==> src/verilog/sac_map.svh <==
// Register offsets, field positions, reset values and timing codes of the converter control.
`ifndef SAC_MAP_SVH
`define SAC_MAP_SVH
`define SAC_ADDR_W 16
`define SAC_MODE_ADDR 16'hff80
`define SAC_CHAN_ADDR 16'hff81
`define SAC_RESULT_ADDR 16'hff82
`define SAC_MODE_RESET 8'h00
`define SAC_CHAN_RESET 8'h00
`define SAC_BIT_REF_ON 0
`define SAC_BIT_EDGE_LO 1
`define SAC_BIT_EDGE_HI 2
`define SAC_BIT_TIME_LO 3
`define SAC_BIT_TIME_HI 5
`define SAC_BIT_TRG_MODE 6
`define SAC_BIT_ENABLE 7
`define SAC_CHAN_MASK 8'h07
`define SAC_EDGE_FALL 1
`define SAC_EDGE_RISE 2
`define SAC_CYC_000 9'h090
`define SAC_CYC_001 9'h078
`define SAC_CYC_010 9'h060
`define SAC_CYC_100 9'h120
`define SAC_CYC_101 9'h0f0
`define SAC_CYC_110 9'h0c0
`define SAC_TRIALS 9
`endif

==> src/verilog/sac_pkg.sv <==
// Types shared by the converter control files.
package sac_pkg;
	typedef logic [7:0] sac_byte_type;
	typedef logic [2:0] sac_chan_type;
	typedef enum logic [1:0] {SAC_IDLE, SAC_SAMPLE, SAC_TRIAL} sac_state_type;
endpackage

==> src/verilog/sac_result_store.sv <==
// Result register: holds the last finished conversion and feeds the read path.
`timescale 1ns/10ps
module sac_result_store
(
	// Clock.
	input  wire logic            clk_in,
	// Load strobe and data.
	input  wire logic            load_in,
	input  wire sac_pkg::sac_byte_type data_in,
	// Stored value.
	output sac_pkg::sac_byte_type      value_out
);
	import sac_pkg::*;
	// No reset: the stored value is undefined after reset.
	sac_byte_type value;

	// Capture the approximation value when a conversion finishes.
	always_ff @(posedge clk_in)
	begin
		if (load_in)
			value <= data_in;
	end

	assign value_out = value;
endmodule

==> src/verilog/sac_control.sv <==
// Successive-approximation converter control: registers, sequencer and result path.
`timescale 1ns/10ps
`include "sac_map.svh"

// Operation
// Eight channels, one converted at a time, 8-bit.
// Approximation resolves MSB first from comparator.
// Result register loaded at every conversion end.
// Hardware start: one conversion per trigger edge.
// Software start: conversions repeat back to back.
// Enable bit starts and stops conversion.
// Trigger mode: 0 software, 1 hardware.
// Time field selects 96 to 288 clocks; code runs 90 to 288, each length cut down to a multiple of 9.
// Edge field: none, falling, rising, both.
// Reference runs when on bit or enable.
// First result undefined if reference was off.
// Software waits for reference settle first.
// Software picks conversion time long enough.
// Software stops conversion before changing time.
// Mode register bit or byte writable, resets 00.
// Channel register low three bits, upper zero.
// Unselected analog pins stay digital inputs.
// Software avoids port reads during conversion.
// Result register readable as one byte.
// Trial each bit from 7 down to 0.
// Register write mid-conversion aborts and restarts; in hardware mode code waits for the next edge.
// Writing enable clear stops without result.
// Edge field sits at mode bits 1 and 2.
// Length split evenly over sample and trials.
// Done pulse coincides with result load.
module sac_control
(
	// Clock and reset.
	input  wire logic                   clk_in,
	input  wire logic                   rst_b_in,
	// Register port: byte data with per-bit write mask.
	input  wire logic [`SAC_ADDR_W-1:0] addr_in,
	input  wire logic                   wr_in,
	input  wire sac_pkg::sac_byte_type  wr_mask_in,
	input  wire sac_pkg::sac_byte_type  wr_data_in,
	input  wire logic                   rd_in,
	output sac_pkg::sac_byte_type       rd_data_out,
	// Analog side.
	input  wire logic                   comparator_in,
	input  wire logic                   ext_trigger_pin_in,
	output logic [7:0]                  analog_select_out,
	output sac_pkg::sac_byte_type       trial_value_out,
	output logic                        reference_enable_out,
	output logic                        conversion_busy_out,
	// Event.
	output logic                        conversion_done_irq_out
);
	import sac_pkg::*;

	////////////////////////////////////////////////////////////////////////////
	// Registers and decode.
	sac_byte_type  converter_mode_reg;   // Mode register.
	sac_byte_type  channel_select_reg;   // Channel register, upper bits zero.
	sac_byte_type  approximation_reg;    // Trial and resolved bits.
	sac_byte_type  bit_ptr;              // One-hot pointer to the bit on trial.
	sac_state_type state;                // Sequencer state.
	logic [8:0]    step_cnt;             // Cycles left in the current step.
	logic          trig_s1, trig_s2, trig_d; // Trigger synchroniser and history.
	logic [2:0]    trig_fill;            // Edges ignored until the history holds real pin levels.
	logic          ref_was_on;           // Reference was running before enable.
	logic          result_undefined;     // First result after a cold start.
	sac_byte_type  result_value;         // Output of the result store.
	sac_byte_type  rd_data;              // Registered read data.
	logic          done_pulse;           // Completion pulse.

	// A full byte write replaces every bit; a single-bit write masks one.
	function automatic sac_byte_type merge(input sac_byte_type old_v,
		input sac_byte_type mask, input sac_byte_type data);
		merge = (old_v & ~mask) | (data & mask);
	endfunction

	// Conversion length in clocks for a time code; prohibited codes use the longest.
	function automatic logic [8:0] conv_cycles(input logic [2:0] code);
		case (code)
			3'b000:  conv_cycles = `SAC_CYC_000;
			3'b001:  conv_cycles = `SAC_CYC_001;
			3'b010:  conv_cycles = `SAC_CYC_010;
			3'b100:  conv_cycles = `SAC_CYC_100;
			3'b101:  conv_cycles = `SAC_CYC_101;
			3'b110:  conv_cycles = `SAC_CYC_110;
			default: conv_cycles = `SAC_CYC_100;
		endcase
	endfunction

	wire        mode_wr   = wr_in && (addr_in == `SAC_MODE_ADDR);
	wire        chan_wr   = wr_in && (addr_in == `SAC_CHAN_ADDR);
	wire        enable    = converter_mode_reg[`SAC_BIT_ENABLE];
	wire        hw_mode   = converter_mode_reg[`SAC_BIT_TRG_MODE];
	wire [1:0]  edge_sel  = converter_mode_reg[`SAC_BIT_EDGE_HI:`SAC_BIT_EDGE_LO];
	wire [2:0]  time_code = converter_mode_reg[`SAC_BIT_TIME_HI:`SAC_BIT_TIME_LO];
	// Each of sampling and eight trials gets an equal share of the length.
	wire [8:0]  step_len  = conv_cycles(time_code) / 9'(`SAC_TRIALS);
	wire        fall_seen = trig_fill[2] && trig_d && !trig_s2;
	wire        rise_seen = trig_fill[2] && !trig_d && trig_s2;
	// Valid edge as selected by the edge field.
	wire        edge_hit  = (edge_sel[0] && fall_seen) || (edge_sel[1] && rise_seen);
	wire        reg_write = mode_wr || chan_wr;
	// Software mode runs whenever enabled; hardware mode waits for an edge.
	wire        start_now = enable && (hw_mode ? edge_hit : 1'b1);
	wire        step_end  = (step_cnt == 9'd1);
	wire        last_bit  = bit_ptr[0];
	// Comparator high keeps the trial bit, low clears it.
	wire [7:0]  resolved  = comparator_in ? approximation_reg : (approximation_reg & ~bit_ptr);
	wire        finish    = (state == SAC_TRIAL) && step_end && last_bit && !reg_write;

	////////////////////////////////////////////////////////////////////////////
	// Register writes.
	// Mode and channel registers accept masked bit or byte writes.
	always_ff @(posedge clk_in or negedge rst_b_in)
	begin
		if (!rst_b_in)
		begin
			converter_mode_reg <= `SAC_MODE_RESET;
			channel_select_reg <= `SAC_CHAN_RESET;
		end
		else
		begin
			if (mode_wr)
				converter_mode_reg <= merge(converter_mode_reg, wr_mask_in, wr_data_in);
			if (chan_wr)
				channel_select_reg <= merge(channel_select_reg, wr_mask_in, wr_data_in)
					& `SAC_CHAN_MASK;
		end
	end

	// Trigger pin comes from outside and passes two flops before use.
	always_ff @(posedge clk_in or negedge rst_b_in)
	begin
		if (!rst_b_in)
		begin
			trig_s1 <= 1'b0;
			trig_s2 <= 1'b0;
			trig_d  <= 1'b0;
			trig_fill <= 3'b000;
		end
		else
		begin
			trig_s1 <= ext_trigger_pin_in;
			trig_s2 <= trig_s1;
			trig_d  <= trig_s2;
			trig_fill <= {trig_fill[1:0], 1'b1};
		end
	end

	////////////////////////////////////////////////////////////////////////////
	// Sequencer.
	// A register write restarts: software mode at once, hardware mode at the next edge.
	always_ff @(posedge clk_in or negedge rst_b_in)
	begin
		if (!rst_b_in)
		begin
			state             <= SAC_IDLE;
			step_cnt          <= 9'd0;
			bit_ptr           <= 8'h00;
			approximation_reg <= 8'h00;
			done_pulse        <= 1'b0;
		end
		else
		begin
			done_pulse <= finish;
			if (reg_write)
			begin
				// Abort without result; re-entry happens from idle.
				state <= SAC_IDLE;
			end
			else
			begin
				unique case (state)
					SAC_IDLE:
					begin
						if (start_now)
						begin
							state    <= SAC_SAMPLE;
							step_cnt <= step_len;
						end
					end
					SAC_SAMPLE:
					begin
						if (!enable)
							state <= SAC_IDLE;
						else if (step_end)
						begin
							// Begin with bit 7 set for trial.
							state             <= SAC_TRIAL;
							bit_ptr           <= 8'h80;
							approximation_reg <= 8'h80;
							step_cnt          <= step_len;
						end
						else
							step_cnt <= step_cnt - 9'd1;
					end
					SAC_TRIAL:
					begin
						if (!enable)
							state <= SAC_IDLE;
						else if (step_end)
						begin
							// Resolve this bit and set the next one for trial.
							approximation_reg <= resolved | (bit_ptr >> 1);
							bit_ptr           <= bit_ptr >> 1;
							step_cnt          <= step_len;
							if (last_bit)
							begin
								// Hardware mode stops; software mode repeats.
								if (hw_mode)
									state <= SAC_IDLE;
								else
									state <= SAC_SAMPLE;
							end
						end
						else
							step_cnt <= step_cnt - 9'd1;
					end
				endcase
			end
		end
	end

	// Track whether the reference was already running when conversion enabled.
	always_ff @(posedge clk_in or negedge rst_b_in)
	begin
		if (!rst_b_in)
		begin
			ref_was_on       <= 1'b0;
			result_undefined <= 1'b0;
		end
		else
		begin
			ref_was_on <= converter_mode_reg[`SAC_BIT_REF_ON] || enable;
			if (enable && !ref_was_on)
				result_undefined <= 1'b1;
			else if (finish)
				result_undefined <= 1'b0;
		end
	end

	// Result register; the result of a cold start is left for software to discard.
	sac_result_store u_store
	(
		.clk_in    (clk_in),
		.load_in   (finish),
		.data_in   (resolved),
		.value_out (result_value)
	);

	////////////////////////////////////////////////////////////////////////////
	// Read path and outputs.
	wire [7:0] rd_mux = (addr_in == `SAC_MODE_ADDR)   ? converter_mode_reg :
	                    (addr_in == `SAC_CHAN_ADDR)   ? channel_select_reg :
	                    (addr_in == `SAC_RESULT_ADDR) ? result_value : 8'h00;

	// Read data is registered one cycle after the request.
	always_ff @(posedge clk_in or negedge rst_b_in)
	begin
		if (!rst_b_in)
			rd_data <= 8'h00;
		else if (rd_in)
			rd_data <= rd_mux;
	end

	// Decoded channel select and reference enable come from flops.
	logic [7:0] sel_q;
	logic       ref_q;
	logic       busy_q;
	always_ff @(posedge clk_in or negedge rst_b_in)
	begin
		if (!rst_b_in)
		begin
			sel_q  <= 8'h00;
			ref_q  <= 1'b0;
			busy_q <= 1'b0;
		end
		else
		begin
			// Only the chosen pin is routed to the converter.
			sel_q  <= 8'h01 << channel_select_reg[2:0];
			ref_q  <= converter_mode_reg[`SAC_BIT_REF_ON] || enable;
			busy_q <= (state != SAC_IDLE) && !reg_write;
		end
	end

	assign rd_data_out             = rd_data;
	assign analog_select_out       = sel_q;
	assign reference_enable_out    = ref_q;
	assign conversion_busy_out     = busy_q;
	assign trial_value_out         = approximation_reg;
	assign conversion_done_irq_out = done_pulse;
endmodule

==> config.mk <==
export PLATFORM = sky130hd
export DESIGN_NAME = sac_control
export DESIGN_NICKNAME = d
export VERILOG_FILES = /design/src/verilog/sac_pkg.sv /design/src/verilog/sac_result_store.sv /design/src/verilog/sac_control.sv
export VERILOG_INCLUDE_DIRS = /design/src /design/src/verilog
export SDC_FILE = /design/constraint.sdc
export NUM_CORES = 1
export LEC_CHECK = 0
export BUFFER_PORTS_ARGS = -buffer_cell sky130_fd_sc_hd__clkbuf_2
export CELL_PAD_IN_SITES_DETAIL_PLACEMENT = 0
export CELL_PAD_IN_SITES_GLOBAL_PLACEMENT = 1
export CORE_MARGIN = 8
export CORE_UTILIZATION = 47
export DETAILED_ROUTE_END_ITERATION = 6
export PLACE_DENSITY = 0.92
export SYNTH_ARGS = -nofsm -noshare
export SYNTH_HDL_FRONTEND = slang
export SYNTH_SLANG_ARGS = --single-unit
export TNS_END_PERCENT = 20
==> constraint.sdc <==
create_clock -name clk_in -period 10.6 [get_ports clk_in]
set_clock_uncertainty 0.2 [all_clocks]
set_input_delay 1.59 -clock clk_in [delete_from_list [all_inputs] [get_ports clk_in]]
set_output_delay 1.59 -clock clk_in [all_outputs]
set_load 0.02 [all_outputs]
Yosys cells after proc, flatten, opt, wreduce, memory -nomap -nowiden

Cells that the tools add are included.

$add $sub $neg: 1
Divide/modulo/power cells: 1
Equal/unequal tests: 20
Shift operators: 1
Mux-type cells: 27
Bitwise logic cells: 10
Reductions and logical operators: 27

Operators by type and width:

| operator                                             | count |
|---|---|
| 2-to-1 mux 8 bit                                     | 10 |
| equality test 16 bit (second input constant)         | 3 |
| case mux 9 bit (5 select lines)                      | 1 |
| case mux 8 bit (2 select lines)                      | 2 |
| 2-to-1 mux 9 bit                                     | 3 |
| AND 8 bit                                            | 3 |
| case mux 9 bit (2 select lines)                      | 1 |
| inverter 8 bit                                       | 2 |
| 2-to-1 mux 2 bit                                     | 7 |
| logical AND 1 bit                                    | 13 |
| inequality test 4 bit (second input constant)        | 3 |
| inequality test 2 bit (second input constant)        | 5 |
| divider 9 x 4 -> 9 bit (second input constant)       | 1 |
| equality test 9 x 1 -> 1 bit (second input constant) | 1 |
| subtractor 9 x 1 -> 9 bit (second input constant)    | 1 |
| bitwise OR 8 x 7 -> 8 bit                            | 1 |
| bitwise OR 8 bit                                     | 1 |
| left shift 1 x 3 -> 8 bit (first input constant)     | 1 |
| equality test 3 bit (second input constant)          | 2 |
| case mux 2 bit (3 select lines)                      | 1 |
| AND reduction 6 bit                                  | 1 |
| AND reduction 4 bit                                  | 1 |
| nonzero test 2 bit                                   | 2 |
| AND 3 bit                                            | 1 |
| other kinds (15)                                     | 20 |

Register bits: 71
Output and inout bits: 27
Logic and storage cells: 103

Logic depth before layout (Yosys ltp)

Gate-level depths: netlist of run 1.

Word-level depth: 10
Depth in mapped cells: 15

Cells and area by module

A second synthesis of run 1 with hierarchy kept.

Cells, all modules: 358
Area, all modules: 3522.1 um^2

By module, submodules not included:

| module           | instances | cells each | area an instance (um^2) | seq. area each (um^2) |
|---|---|---|---|---|
| sac_control      | 1         | 350        | 3281.9                  | 1576.5 |
| sac_result_store | 1         | 8          | 240.2                   | 240.2 |

Least setup slack after synthesis of run 1

No wires, ideal clock.

Path type: input to register
Start point: in addr_in[4]
End point: reg approximation_reg[0], in the netlist trial_value_out[0]
Arrival time: 3474 ps
Data required time: 10279 ps
Setup slack: 6805 ps
Cell stages on the path: 7
Path buffers: 2
Cell sequence: or4b_1 or4_1 buf_2 nor3b_4 nand3b_4 buf_6 o21ai_2

Longest elaborated chain between the ends: 5

RTL lines:

| what                                 | RTL line                             | RTL |
|---|---|---|
| start, declared                      | sac_control.sv:37                    | `` input wire logic [`SAC_ADDR_W-1:0] addr_in, `` |
| equality test 16 bit (no line)       | -                                    |  |
| logical AND 1 bit (on tied branches) | sac_control.sv:90, sac_control.sv:91 |  |
| logical OR 1 bit *                   | sac_control.sv:102                   | `wire reg_write = mode_wr \|\| chan_wr;` |
| inverter 1 bit (no line) *           | -                                    |  |
| AND reduction 6 bit (no line) *      | -                                    |  |
| end signal, assigned                 | sac_control.sv:204                   | `approximation_reg <= resolved \| (bit_ptr >> 1);` |
| end, declared                        | sac_control.sv:59                    | `sac_byte_type approximation_reg;` |

Every way passes the cells marked *; elsewhere a longest branch is shown, timed or not.
A chain may end at the register's enable or synchronous reset.

Worst setup path after layout of run 1

Start point: in addr_in[4]
End point: reg approximation_reg[7], in the netlist trial_value_out[7]

The elaborated chain is that of the path after synthesis.

==> impl_metrics.env, run 1 <==
export IMPL_r2r_setup_slack_ns=6.90
export IMPL_syn_area_mm2=0.00357
export IMPL_wirelength_um=7680
export IMPL_path_clk_slew_ns=0.07
export IMPL_ys_warnings_count=0
export IMPL_power_density_mw_per_mm2=168
export IMPL_die_h_um=103
export IMPL_cts_tree="built"
export IMPL_hold_viol_final=0
export IMPL_top_layer_used="met4"
export IMPL_antenna_left=0
export IMPL_timing_slew_headroom_pct=47.0
export IMPL_cp_slowest_stage_delay_ns=0.62
export IMPL_grt_pass1_vias=2808
export IMPL_worst_setup_path_start_kind="input pin"
export IMPL_grt_start_max_net_pins=64
export IMPL_postCtsSetupBuffers=0
export IMPL_synth_fp_nets=388
export IMPL_path_class="input pin to flop"
export IMPL_worstPathRequired_ns=10.66
export IMPL_power_leakage_nw=1.85
export IMPL_syn_avg_cell_area_um2=10.5
export IMPL_synth_seq_cells=71
export IMPL_grt_use_total_pct=15.9
export IMPL_yosys_top_cells_count="dfrtp_1 (63), nand2_1 (37), nor2_1 (22)"
export IMPL_maxCapViolCount=0
export IMPL_ctsHoldBuffers=0
export IMPL_num_antenna_cells=0
export IMPL_grt_antenna_before_repair=0
export IMPL_critPathSlowestCell="or4_1"
export IMPL_crit_arrival_ns=4.06
export IMPL_synth_top_area_share_pct=44.1
export IMPL_clkLatencyLatePin_ns=0.34
export IMPL_ys_async_sr_fraction_pct=88.7
export IMPL_layout_drive_gt1_share_pct=30.0
export IMPL_yosysMostFrequentCell="dfrtp_1"
export IMPL_die_area_mm2=0.0106
export IMPL_cts_sinks=71
export IMPL_clock_path_buffers=2
export IMPL_ioPinCount=65
export IMPL_wl_met1_um=3200
export IMPL_period_needed_ns=4.01
export IMPL_ys_seq_area_share_pct=50.9
export IMPL_ys_types=53
export IMPL_worst_slew_pin_transition_ns=0.795
export IMPL_start_util_pct=49.0
export IMPL_ctsResizeCount=0
export IMPL_dp_hpwl_um=5720
export IMPL_wl_per_cell_um=15.2
export IMPL_via_per_inst=5.36
export IMPL_first_iter_violations=122
export IMPL_grt_pass1_wl_um=13100
export IMPL_critical_path_buf_inv_count=1
export IMPL_cts_root_buf="clkbuf_8"
export IMPL_dieWidth_um=103
export IMPL_area_growth_pct=15.6
export IMPL_crit_family="simple AND/OR/NAND/NOR gates"
export IMPL_netlist_instances=341
export IMPL_fillers=690
export IMPL_htreeDepth=3
export IMPL_firstDrtPassIters=4
export IMPL_peakVddDrop_uv=85.7
export IMPL_numCtsBuffers=9
export IMPL_core_area_mm2=0.00729
export IMPL_setup_viol=0
export IMPL_route_met3_wl_um=380
export IMPL_rows=31
export IMPL_dr_total_vias=2708
export IMPL_final_util_pct=56.6
export IMPL_grt_ovfl_total=0
export IMPL_route_detailed_drc=0
export IMPL_slew_viol_final=0
export IMPL_path_max_fanout=32
export IMPL_rsz0062_at_grt="false"
export IMPL_cp_end_kind="flop"
export IMPL_run_status="finished clean"
export IMPL_synth_main_ff_cell="dfrtp_1"
export IMPL_synth_largest_area_cell="dfrtp_1"
export IMPL_dr_wl_met2_um=4000
export IMPL_p_total_mw=0.693
export IMPL_nNetsFinal=449
export IMPL_crit_path_cell_trace="clkbuf_2 > or4b_1 > or4_1 > nor3b_4 > nand3b_4 > o21ai_0 > o21ai_1"
export IMPL_netlist_top_cells_area="dfrtp_1 (44%), edfxtp_1 (6.7%), mux2_2 (4.1%), nand2_1 (3.9%), o21ai_2 (3.7%)"
export IMPL_min_period_over_period_pct=37.8
export IMPL_fmax_mhz=250
export IMPL_tns_ns=0
export IMPL_synth_edf_count=8
export IMPL_hold_class="flop to flop"
export IMPL_portBuffers=64
export IMPL_place_congestion=0.809
-- cells in the final DEF (no fill, tap or decap), types with 4 or more instances in the layout --
cell / instances
a22oi_1: 7
clkbuf_2: 64
nand2_2: 7
nor3b_1: 4
nand3_1: 9
o22ai_1: 6
nor2_1: 22
o21ai_2: 15
clkbuf_8: 10
nand2_1: 37
o2bb2ai_1: 4
edfxtp_1: 8
mux2_2: 13
nand2b_1: 8
inv_1: 10
a21boi_0: 9
nor3_1: 5
o21ai_0: 19
and2_1: 4
dfrtp_1: 63
ha_1: 9
a21oi_1: 17
nor2b_1: 6
-- layer usage --
| layer | GRT usage [%] | vias to the layer above |
|---|---|---|
| met3 | 3.95 | 8 |
| li1 | - | 1346 |
| met5 | 0 | - |
| met4 | 6.01 | 0 |
| met1 | 18.7 | 1303 |
| met2 | 27.4 | 51 |
-- logic make-up after synthesis --
kind of cell	after synthesis	share of synthesized area, %
AND/OR/NAND/NOR	122	18.8
AO/OA/AOI/OAI	93	17.5
flip-flops	71	50.9
buffers and inverters	26	3.68
multiplexers	19	5.88
adder cells (fa/ha/maj)	9	3.15
other	1	0.105
-- worst paths after layout --
kind | from | end | depth (start not counted)
max in group asynchronous | rst_b_in | rd_data_out[5]$_DFFE_PN0P_ | 2
worst min-delay path | trig_fill[0]$_DFF_PN0_ | trig_fill[1]$_DFF_PN0_ | 0
worst max-delay path | addr_in[4] | trial_value_out[7]$_DFFE_PN0P_ | 7
min in group asynchronous | rst_b_in | bit_ptr[7]$_DFFE_PN0P_ | 2
worst max register to register | flop | step_cnt[0]$_DFFE_PN0P_ | 15
worst min register to register | trig_fill[0]$_DFF_PN0_ | trig_fill[1]$_DFF_PN0_ | 0
-- where the power goes --
group | switching [mW] | total (mW) | internal [mW] | leakage, nW
clock | 0.102 | 0.206 | 0.104 | 0.0969
combinational | 0.112 | 0.171 | 0.0592 | 0.864
sequential | 0.0184 | 0.316 | 0.297 | 0.892
-- through the flow --
step / area, um2 / hold WS [ns] / worst slack (ns) / cells
2_1_floorplan: 3570 / 0.131 / 6.81 / 341
3_3_place_gp: 3940 / 0.131 / 6.31 / 490
3_5_place_dp: 3940 / 0.136 / 6.22 / 490
4_1_cts: 4130 / 0.156 / 6.59 / 505
5_1_grt: 4130 / 0.165 / 6.42 / 505
6_report: 4130 / 0.152 / 6.59 / 505
-- final cells by class --
| type | instances | area, um2 | area share (%) |
|---|---|---|---|
| Clock buffer | 11 | 163 | 3.94 |
| Clock inverter | 4 | 27.5 | 0.667 |
| Inverter | 10 | 37.5 | 0.909 |
| Multi-Input combinational cell | 244 | 1620 | 39.3 |
| Sequential cell | 71 | 1820 | 44.0 |
| Tap cell | 99 | 124 | 3.00 |
| Timing Repair Buffer | 66 | 335 | 8.12 |
-- worst reg2reg max path, stage by stage (launching register included) --
cell	delay (ns)
dfrtp_1	0.47
nand2b_1	0.22
nor2_1	0.18
a21oi_1	0.09
ha_1	0.35
nor2_1	0.18
a2bb2oi_1	0.27
ha_1	0.27
nand2b_1	0.15
ha_1	0.26
nand2_1	0.10
nand2b_1	0.05
mux2_2	0.25
o22ai_1	0.16
o211ai_1	0.13
a31o_2	0.26
(Power assumes the default switching activity.)
==> run 2, diff against run 1 <==
--- a/config.mk
+++ b/config.mk
@@ -6,13 +6,14 @@
 export SDC_FILE = /design/constraint.sdc
 export NUM_CORES = 1
 export LEC_CHECK = 0
+export ABC_AREA = 1
 export BUFFER_PORTS_ARGS = -buffer_cell sky130_fd_sc_hd__clkbuf_2
 export CELL_PAD_IN_SITES_DETAIL_PLACEMENT = 0
 export CELL_PAD_IN_SITES_GLOBAL_PLACEMENT = 1
 export CORE_MARGIN = 8
-export CORE_UTILIZATION = 47
+export CORE_UTILIZATION = 42
 export DETAILED_ROUTE_END_ITERATION = 6
-export PLACE_DENSITY = 0.92
+export PLACE_DENSITY = 0.86
 export SYNTH_ARGS = -nofsm -noshare
 export SYNTH_HDL_FRONTEND = slang
 export SYNTH_SLANG_ARGS = --single-unit
==> constraint.sdc (replaced) <==
create_clock -name clk_in -period 3.8 [get_ports clk_in]
set_clock_uncertainty 0.2 [all_clocks]
set_input_delay 0.57 -clock clk_in [delete_from_list [all_inputs] [get_ports clk_in]]
set_output_delay 0.57 -clock clk_in [all_outputs]
set_load 0.02 [all_outputs]
==> impl_metrics.env, run 2 <==
export IMPL_path_class="flop to flop"
export IMPL_area_growth_pct=16.6
export IMPL_fillers=804
export IMPL_syn_area_mm2=0.00372
export IMPL_synth_top_area_share_pct=42.4
export IMPL_wl_per_cell_um=13.7
export IMPL_grt_antenna_before_repair=0
export IMPL_postCtsSetupBuffers=0
export IMPL_grt_ovfl_total=0
export IMPL_layout_common_cells="nand2_1 (93), clkbuf_2 (64), dfrtp_1 (63)"
export IMPL_ctsResizeCount=0
export IMPL_ys_warnings_count=0
export IMPL_run_status="finished clean"
export IMPL_dieWidth_um=110
export IMPL_rows=34
export IMPL_fmax_mhz=318
export IMPL_cts_root_buf="clkbuf_8"
export IMPL_cp_end_kind="flop"
export IMPL_grt_pass1_vias=2953
export IMPL_power_leakage_nw=2.14
export IMPL_path_clk_slew_ns=0.08
export IMPL_syn_avg_cell_area_um2=8.93
export IMPL_ctsHoldBuffers=0
export IMPL_peakVddDrop_uv=222
export IMPL_min_period_over_period_pct=82.8
export IMPL_ioPinCount=65
export IMPL_netlist_top_cells_area="dfrtp_1 (42%), nand2_1 (9.4%), edfxtp_1 (6.5%), inv_1 (4.5%), o21ai_2 (4.0%)"
export IMPL_place_congestion=0.806
export IMPL_firstDrtPassIters=4
export IMPL_layout_drive_gt1_share_pct=28.4
export IMPL_finalInstanceArea_mm2=0.00433
export IMPL_yosysMostFrequentCell="nand2_1"
export IMPL_yosys_top_cells_count="nand2_1 (93), dfrtp_1 (63), inv_1 (45)"
export IMPL_first_iter_violations=147
export IMPL_hold_class="input pin to async pin"
export IMPL_wirelength_um=8190
export IMPL_power_density_mw_per_mm2=459
export IMPL_timing_slew_headroom_pct=57.2
export IMPL_cts_sinks=71
export IMPL_via_per_inst=5.00
export IMPL_die_area_mm2=0.0121
export IMPL_placed_area_mm2=0.00411
export IMPL_period_needed_ns=3.14
export IMPL_numCtsBuffers=9
export IMPL_rsz0062_at_grt="false"
export IMPL_r2r_setup_slack_ns=0.66
export IMPL_clkLatencyLatePin_ns=0.36
export IMPL_setup_viol=0
export IMPL_start_util_pct=43.0
export IMPL_netlist_instances=416
export IMPL_maxCapViolCount=0
export IMPL_crit_arrival_ns=3.20
export IMPL_synth_edf_count=8
export IMPL_layout_commonest_cell="nand2_1"
export IMPL_dp_hpwl_um=6170
export IMPL_worst_slew_pin_transition_ns=0.641
export IMPL_route_detailed_drc=0
export IMPL_synth_main_ff_cell="dfrtp_1"
export IMPL_synth_fp_nets=463
export IMPL_placed_cells=582
export IMPL_worst_setup_path_start_kind="flop"
export IMPL_hold_viol_final=0
export IMPL_synth_seq_cells=71
export IMPL_portBuffers=64
export IMPL_worstPathRequired_ns=3.85
export IMPL_grt_start_max_net_pins=33
export IMPL_htreeDepth=3
export IMPL_antenna_left=0
export IMPL_grt_use_total_pct=14.4
export IMPL_path_max_fanout=6
export IMPL_die_h_um=110
export IMPL_dr_total_vias=2992
export IMPL_tns_ns=0
export IMPL_core_area_mm2=0.00864
export IMPL_num_antenna_cells=0
export IMPL_clock_path_buffers=2
export IMPL_grt_pass1_wl_um=14000
export IMPL_slew_viol_final=0
export IMPL_fin_cells=598
export IMPL_synth_largest_area_cell="dfrtp_1"
export IMPL_cts_tree="built"
export IMPL_ys_seq_area_share_pct=48.9
export IMPL_nNetsFinal=532
export IMPL_ys_types=38
export IMPL_ys_async_sr_fraction_pct=88.7
run 2: cell types whose count changed in the layout (fill, tap and decap cells not counted), sizes merged, moves of 6 or more:
cell / delta
nor2: +10
a21oi: -7
nand2: +59
nand3: +25
nor3: +8
nand4: +6
a22oi: -7
o21ai: +10
inv: +42
nand2b: -8
mux2: -16
o22ai: -6
nor2b: -6
run 2: critical path, cell delays in order (launching register included):
cell and delay (ns):
dfrtp_1 0.41, inv_1 0.16, nand3_1 0.22, o21ai_0 0.14
inv_1 0.09, ha_1 0.27, inv_1 0.03, nand2_1 0.09
nand2_4 0.08, ha_1 0.22, inv_1 0.16, nand3_4 0.13
ha_1 0.34, inv_1 0.04, nand2_1 0.06, nand2_1 0.05
nand2_1 0.06, inv_1 0.03, nor2_1 0.08, nand3_1 0.09
nand2_1 0.06, nand2_1 0.04
run 2: metal layers:
layer	vias up	wire length, um	part of all wire (%)	track usage, %
li1	1511	-	-	-
met1	1407	3830	47	19.1
met2	61	3750	46	22.6
met3	13	506	6.2	3.95
met4	0	104	1.3	4.34
met5	-	0	0	0
run 2: path summary, 6_finish.rpt:
check	startpoint	end	cells after the start
worst max-delay path	flop	step_cnt[0]$_DFFE_PN0P_	21
worst max register to register	flop	step_cnt[0]$_DFFE_PN0P_	21
worst min-delay path	rst_b_in	bit_ptr[2]$_DFFE_PN0P_	1
min in group clk_in	ext_trigger_pin_in	trig_s1$_DFF_PN0_	1
max in group asynchronous	rst_b_in	rd_data_out[1]$_DFFE_PN0P_	2
worst min register to register	trig_fill[1]$_DFF_PN0_	trig_fill[2]$_DFF_PN0_	0
run 2: cells by family (layout without fill, tap and decap cells):
group                    count (synthesis)  in the layout  share of synthesized area (%)
AO/OA/AOI/OAI                           79             79                           14.2
adder cells (fa/ha/maj)                  9              9                           3.03
XOR/XNOR                                 5              5                           1.18
other                                    1              1                          0.101
buffers and inverters                   59            133                           7.27
AND/OR/NAND/NOR                        192            192                           25.3
flip-flops                              71             71                           48.9
run 2: power by group:
group	total, mW	internal (mW)	switching (mW)
sequential	0.913	0.850	0.0628
clock	0.661	0.351	0.309
combinational	0.415	0.162	0.253
run 2: per-stage QoR:
step / power (mW) / util, % / hold WS (ns) / setup slack (ns)
6_report: 1.99 / 50.2 / 0.00693 / 0.655
5_1_grt: 2.11 / 50.2 / 0.0485 / 0.349
4_1_cts: 2.01 / 50.2 / 0.0209 / 0.628
3_5_place_dp: 1.34 / 47.6 / 0.136 / 0.655
3_3_place_gp: 1.33 / 47.6 / 0.135 / 0.874
2_1_floorplan: 1.23 / - / 0.0744 / 0.994
run 2: cell type report:
cell class,instances,area (um2),share of cell area [%]
clock buffers,10,149,3.44
clock inverters,6,71.3,1.65
inverters,50,189,4.36
multi-input cells,286,1630,37.6
flip-flops and latches,71,1820,41.9
well taps,108,135,3.12
repair buffers,67,343,7.91
==> run 3, diff against run 2 <==
--- a/config.mk
+++ b/config.mk
@@ -11,9 +11,9 @@
 export CELL_PAD_IN_SITES_DETAIL_PLACEMENT = 0
 export CELL_PAD_IN_SITES_GLOBAL_PLACEMENT = 1
 export CORE_MARGIN = 8
-export CORE_UTILIZATION = 42
+export CORE_UTILIZATION = 38
 export DETAILED_ROUTE_END_ITERATION = 6
-export PLACE_DENSITY = 0.86
+export PLACE_DENSITY = 0.83
 export SYNTH_ARGS = -nofsm -noshare
 export SYNTH_HDL_FRONTEND = slang
 export SYNTH_SLANG_ARGS = --single-unit
==> constraint.sdc (replaced) <==
create_clock -name clk_in -period 2.6 [get_ports clk_in]
set_clock_uncertainty 0.2 [all_clocks]
set_input_delay 0.39 -clock clk_in [delete_from_list [all_inputs] [get_ports clk_in]]
set_output_delay 0.39 -clock clk_in [all_outputs]
set_load 0.02 [all_outputs]
==> impl_metrics.env, run 3 (synthesis results as in run 2) <==
export IMPL_violations="negative hold slack"
export IMPL_min_period_over_period_pct=98.5
export IMPL_die_area_mm2=0.0132
export IMPL_clkLatencyLatePin_ns=0.34
export IMPL_grt_use_total_pct=13.6
export IMPL_peakVddDrop_uv=411
export IMPL_ioPinCount=65
export IMPL_grt_pass1_vias=3042
export IMPL_cp_slowest_stage_delay_ns=0.40
export IMPL_first_iter_violations=92
export IMPL_crit_path_frequent_cell="nand2_1"
export IMPL_path_class="flop to flop"
export IMPL_crit_family="simple AND/OR/NAND/NOR gates"
export IMPL_area_growth_pct=22.8
export IMPL_firstDrtPassIters=4
export IMPL_cts_tree="built"
export IMPL_timing_slew_headroom_pct=46.9
export IMPL_cts_sinks=71
export IMPL_dieWidth_um=115
export IMPL_route_detailed_drc=0
export IMPL_tns_ns=0
export IMPL_grt_ovfl_total=0
export IMPL_slew_viol_final=0
export IMPL_run_status="finished, violations left"
export IMPL_cp_end_kind="flop"
export IMPL_fmax_mhz=390
export IMPL_fin_cells=640
export IMPL_layout_commonest_cell="nand2_1"
export IMPL_path_clk_slew_ns=0.08
export IMPL_path_max_fanout=4
export IMPL_via_per_inst=4.68
export IMPL_die_h_um=115
export IMPL_grt_antenna_before_repair=0
export IMPL_nNetsFinal=549
export IMPL_core_area_mm2=0.00964
export IMPL_layout_common_cells="nand2_1 (92), clkbuf_2 (64), dfrtp_1 (63)"
export IMPL_placed_area_mm2=0.00424
export IMPL_grt_pass1_wl_um=14400
export IMPL_numCtsBuffers=9
export IMPL_power_density_mw_per_mm2=662
export IMPL_power_leakage_nw=2.24
export IMPL_start_util_pct=38.6
export IMPL_layout_drive_gt1_share_pct=32.1
export IMPL_maxCapViolCount=0
export IMPL_worst_slew_pin_transition_ns=0.797
export IMPL_period_needed_ns=2.56
export IMPL_critical_path_buf_inv_count=6
export IMPL_rows=36
export IMPL_portBuffers=64
export IMPL_dp_hpwl_um=6340
export IMPL_placed_cells=616
export IMPL_cts_root_buf="clkbuf_8"
export IMPL_htreeDepth=3
export IMPL_place_congestion=0.787
export IMPL_finalInstanceArea_mm2=0.00456
export IMPL_num_antenna_cells=0
export IMPL_dr_total_vias=2996
export IMPL_wl_per_cell_um=13.1
export IMPL_wirelength_um=8410
export IMPL_worstPathRequired_ns=2.64
export IMPL_rsz0062_at_grt="true"
export IMPL_final_util_pct=47.4
export IMPL_hold_worst_slack_ns=-0.000952
export IMPL_antenna_left=0
export IMPL_grt_start_max_net_pins=64
export IMPL_critPathSlowestCell="dfrtp_1"
export IMPL_clock_path_buffers=2
export IMPL_worst_setup_path_start_kind="flop"
export IMPL_hold_viol_final=1
export IMPL_hold_class="input pin to async pin"
export IMPL_crit_path_cell_trace="inv_2 > nand3_2 > o21ai_2 > inv_1 > ha_1 > inv_1 > nand2_2 > nand2_4 > ha_4 > inv_4 > nand3_4 > ha_4 > inv_2 > nand2_1 > nand2_1 > nand2_1 > inv_1 > nor2_1 > nand3_1 > nand2_1 > nand2_1"
export IMPL_crit_arrival_ns=2.60
export IMPL_setup_viol=0
run 3: changes by cell type in the layout (fill, tap and decap cells not counted), moves of 2 or more:
| cell | previous run | this run |
|---|---|---|
| buf_4 | 3 | 19 |
| inv_6 | 3 | 1 |
| bufinv_16 | 1 | 3 |
| inv_2 | 4 | 7 |
| ha_1 | 9 | 7 |
| inv_1 | 45 | 41 |
| ha_4 | 0 | 2 |
run 3: per-layer routing:
metal	part of all wire, %	wire [um]	GRT usage (%)	up-vias
li1	-	-	-	1543
met1	47	3940	17.9	1391
met2	47	3990	21.7	51
met3	4.3	365	3.10	11
met4	1.3	107	4.20	0
met5	0	0	0	-
run 3: path summary, 6_finish.rpt:
check,from,end,slack [ns],cells after the start
hold reg to reg,trig_fill[1]$_DFF_PN0_,trig_fill[2]$_DFF_PN0_,0.15,0
max in group asynchronous,rst_b_in,state[1]$_DFFE_PN0P_,1.66,2
hold / removal,rst_b_in,trial_value_out[2]$_DFFE_PN0P_,-0.001,2
min in group clk_in,wr_data_in[6],flop,0.09,2
setup / recovery,flop,step_cnt[0]$_DFFE_PN0P_,0.04,21
setup reg to reg,flop,step_cnt[0]$_DFFE_PN0P_,0.04,21
run 3: cell type report:
type,instances,area (um2)
Clock buffer,10,128
Clock inverter,6,116
Fill cell,979,5070
Inverter,50,191
Multi-Input combinational cell,286,1670
Sequential cell,71,1820
Tap cell,133,166
Timing Repair Buffer,84,473
run 3: repair_timing:
item	4_1_cts	5_1_grt
gates resized for setup	1	3
hold buffers	1	0
endpoints found under the setup margin	1	2
setup buffers	0	7
endpoints found under the hold margin	1	0
pin swaps	0	8
run 3: report_power, final:
group          internal [mW]  switching (mW)  leakage (nW)  total (mW)
registers               1.24          0.0971         0.872        1.34
clock network          0.645           0.432         0.121        1.08
logic                  0.237           0.368          1.24       0.605
total                   2.12           0.897          2.24        3.02
run 3: through the flow:
stage	setup WS (ns)	power [mW]
final	0.0386	3.02
after global routing	-0.156	3.19
after CTS	0.00684	3.03
after detailed placement	-0.0161	1.96
after global placement	0.0504	1.94
after floorplan	0.0138	1.79
run 3: worst register-to-register path, stage by stage, from the launching register on:
cell     delay, ns
dfrtp_1       0.40
inv_2         0.10
nand3_2       0.11
o21ai_2       0.07
inv_1         0.07
ha_1          0.27
inv_1         0.04
nand2_2       0.07
nand2_4       0.06
ha_4          0.17
inv_4         0.06
nand3_4       0.08
ha_4          0.29
inv_2         0.03
nand2_1       0.05
nand2_1       0.05
nand2_1       0.05
inv_1         0.04
nor2_1        0.09
nand3_1       0.07
nand2_1       0.06
nand2_1       0.05
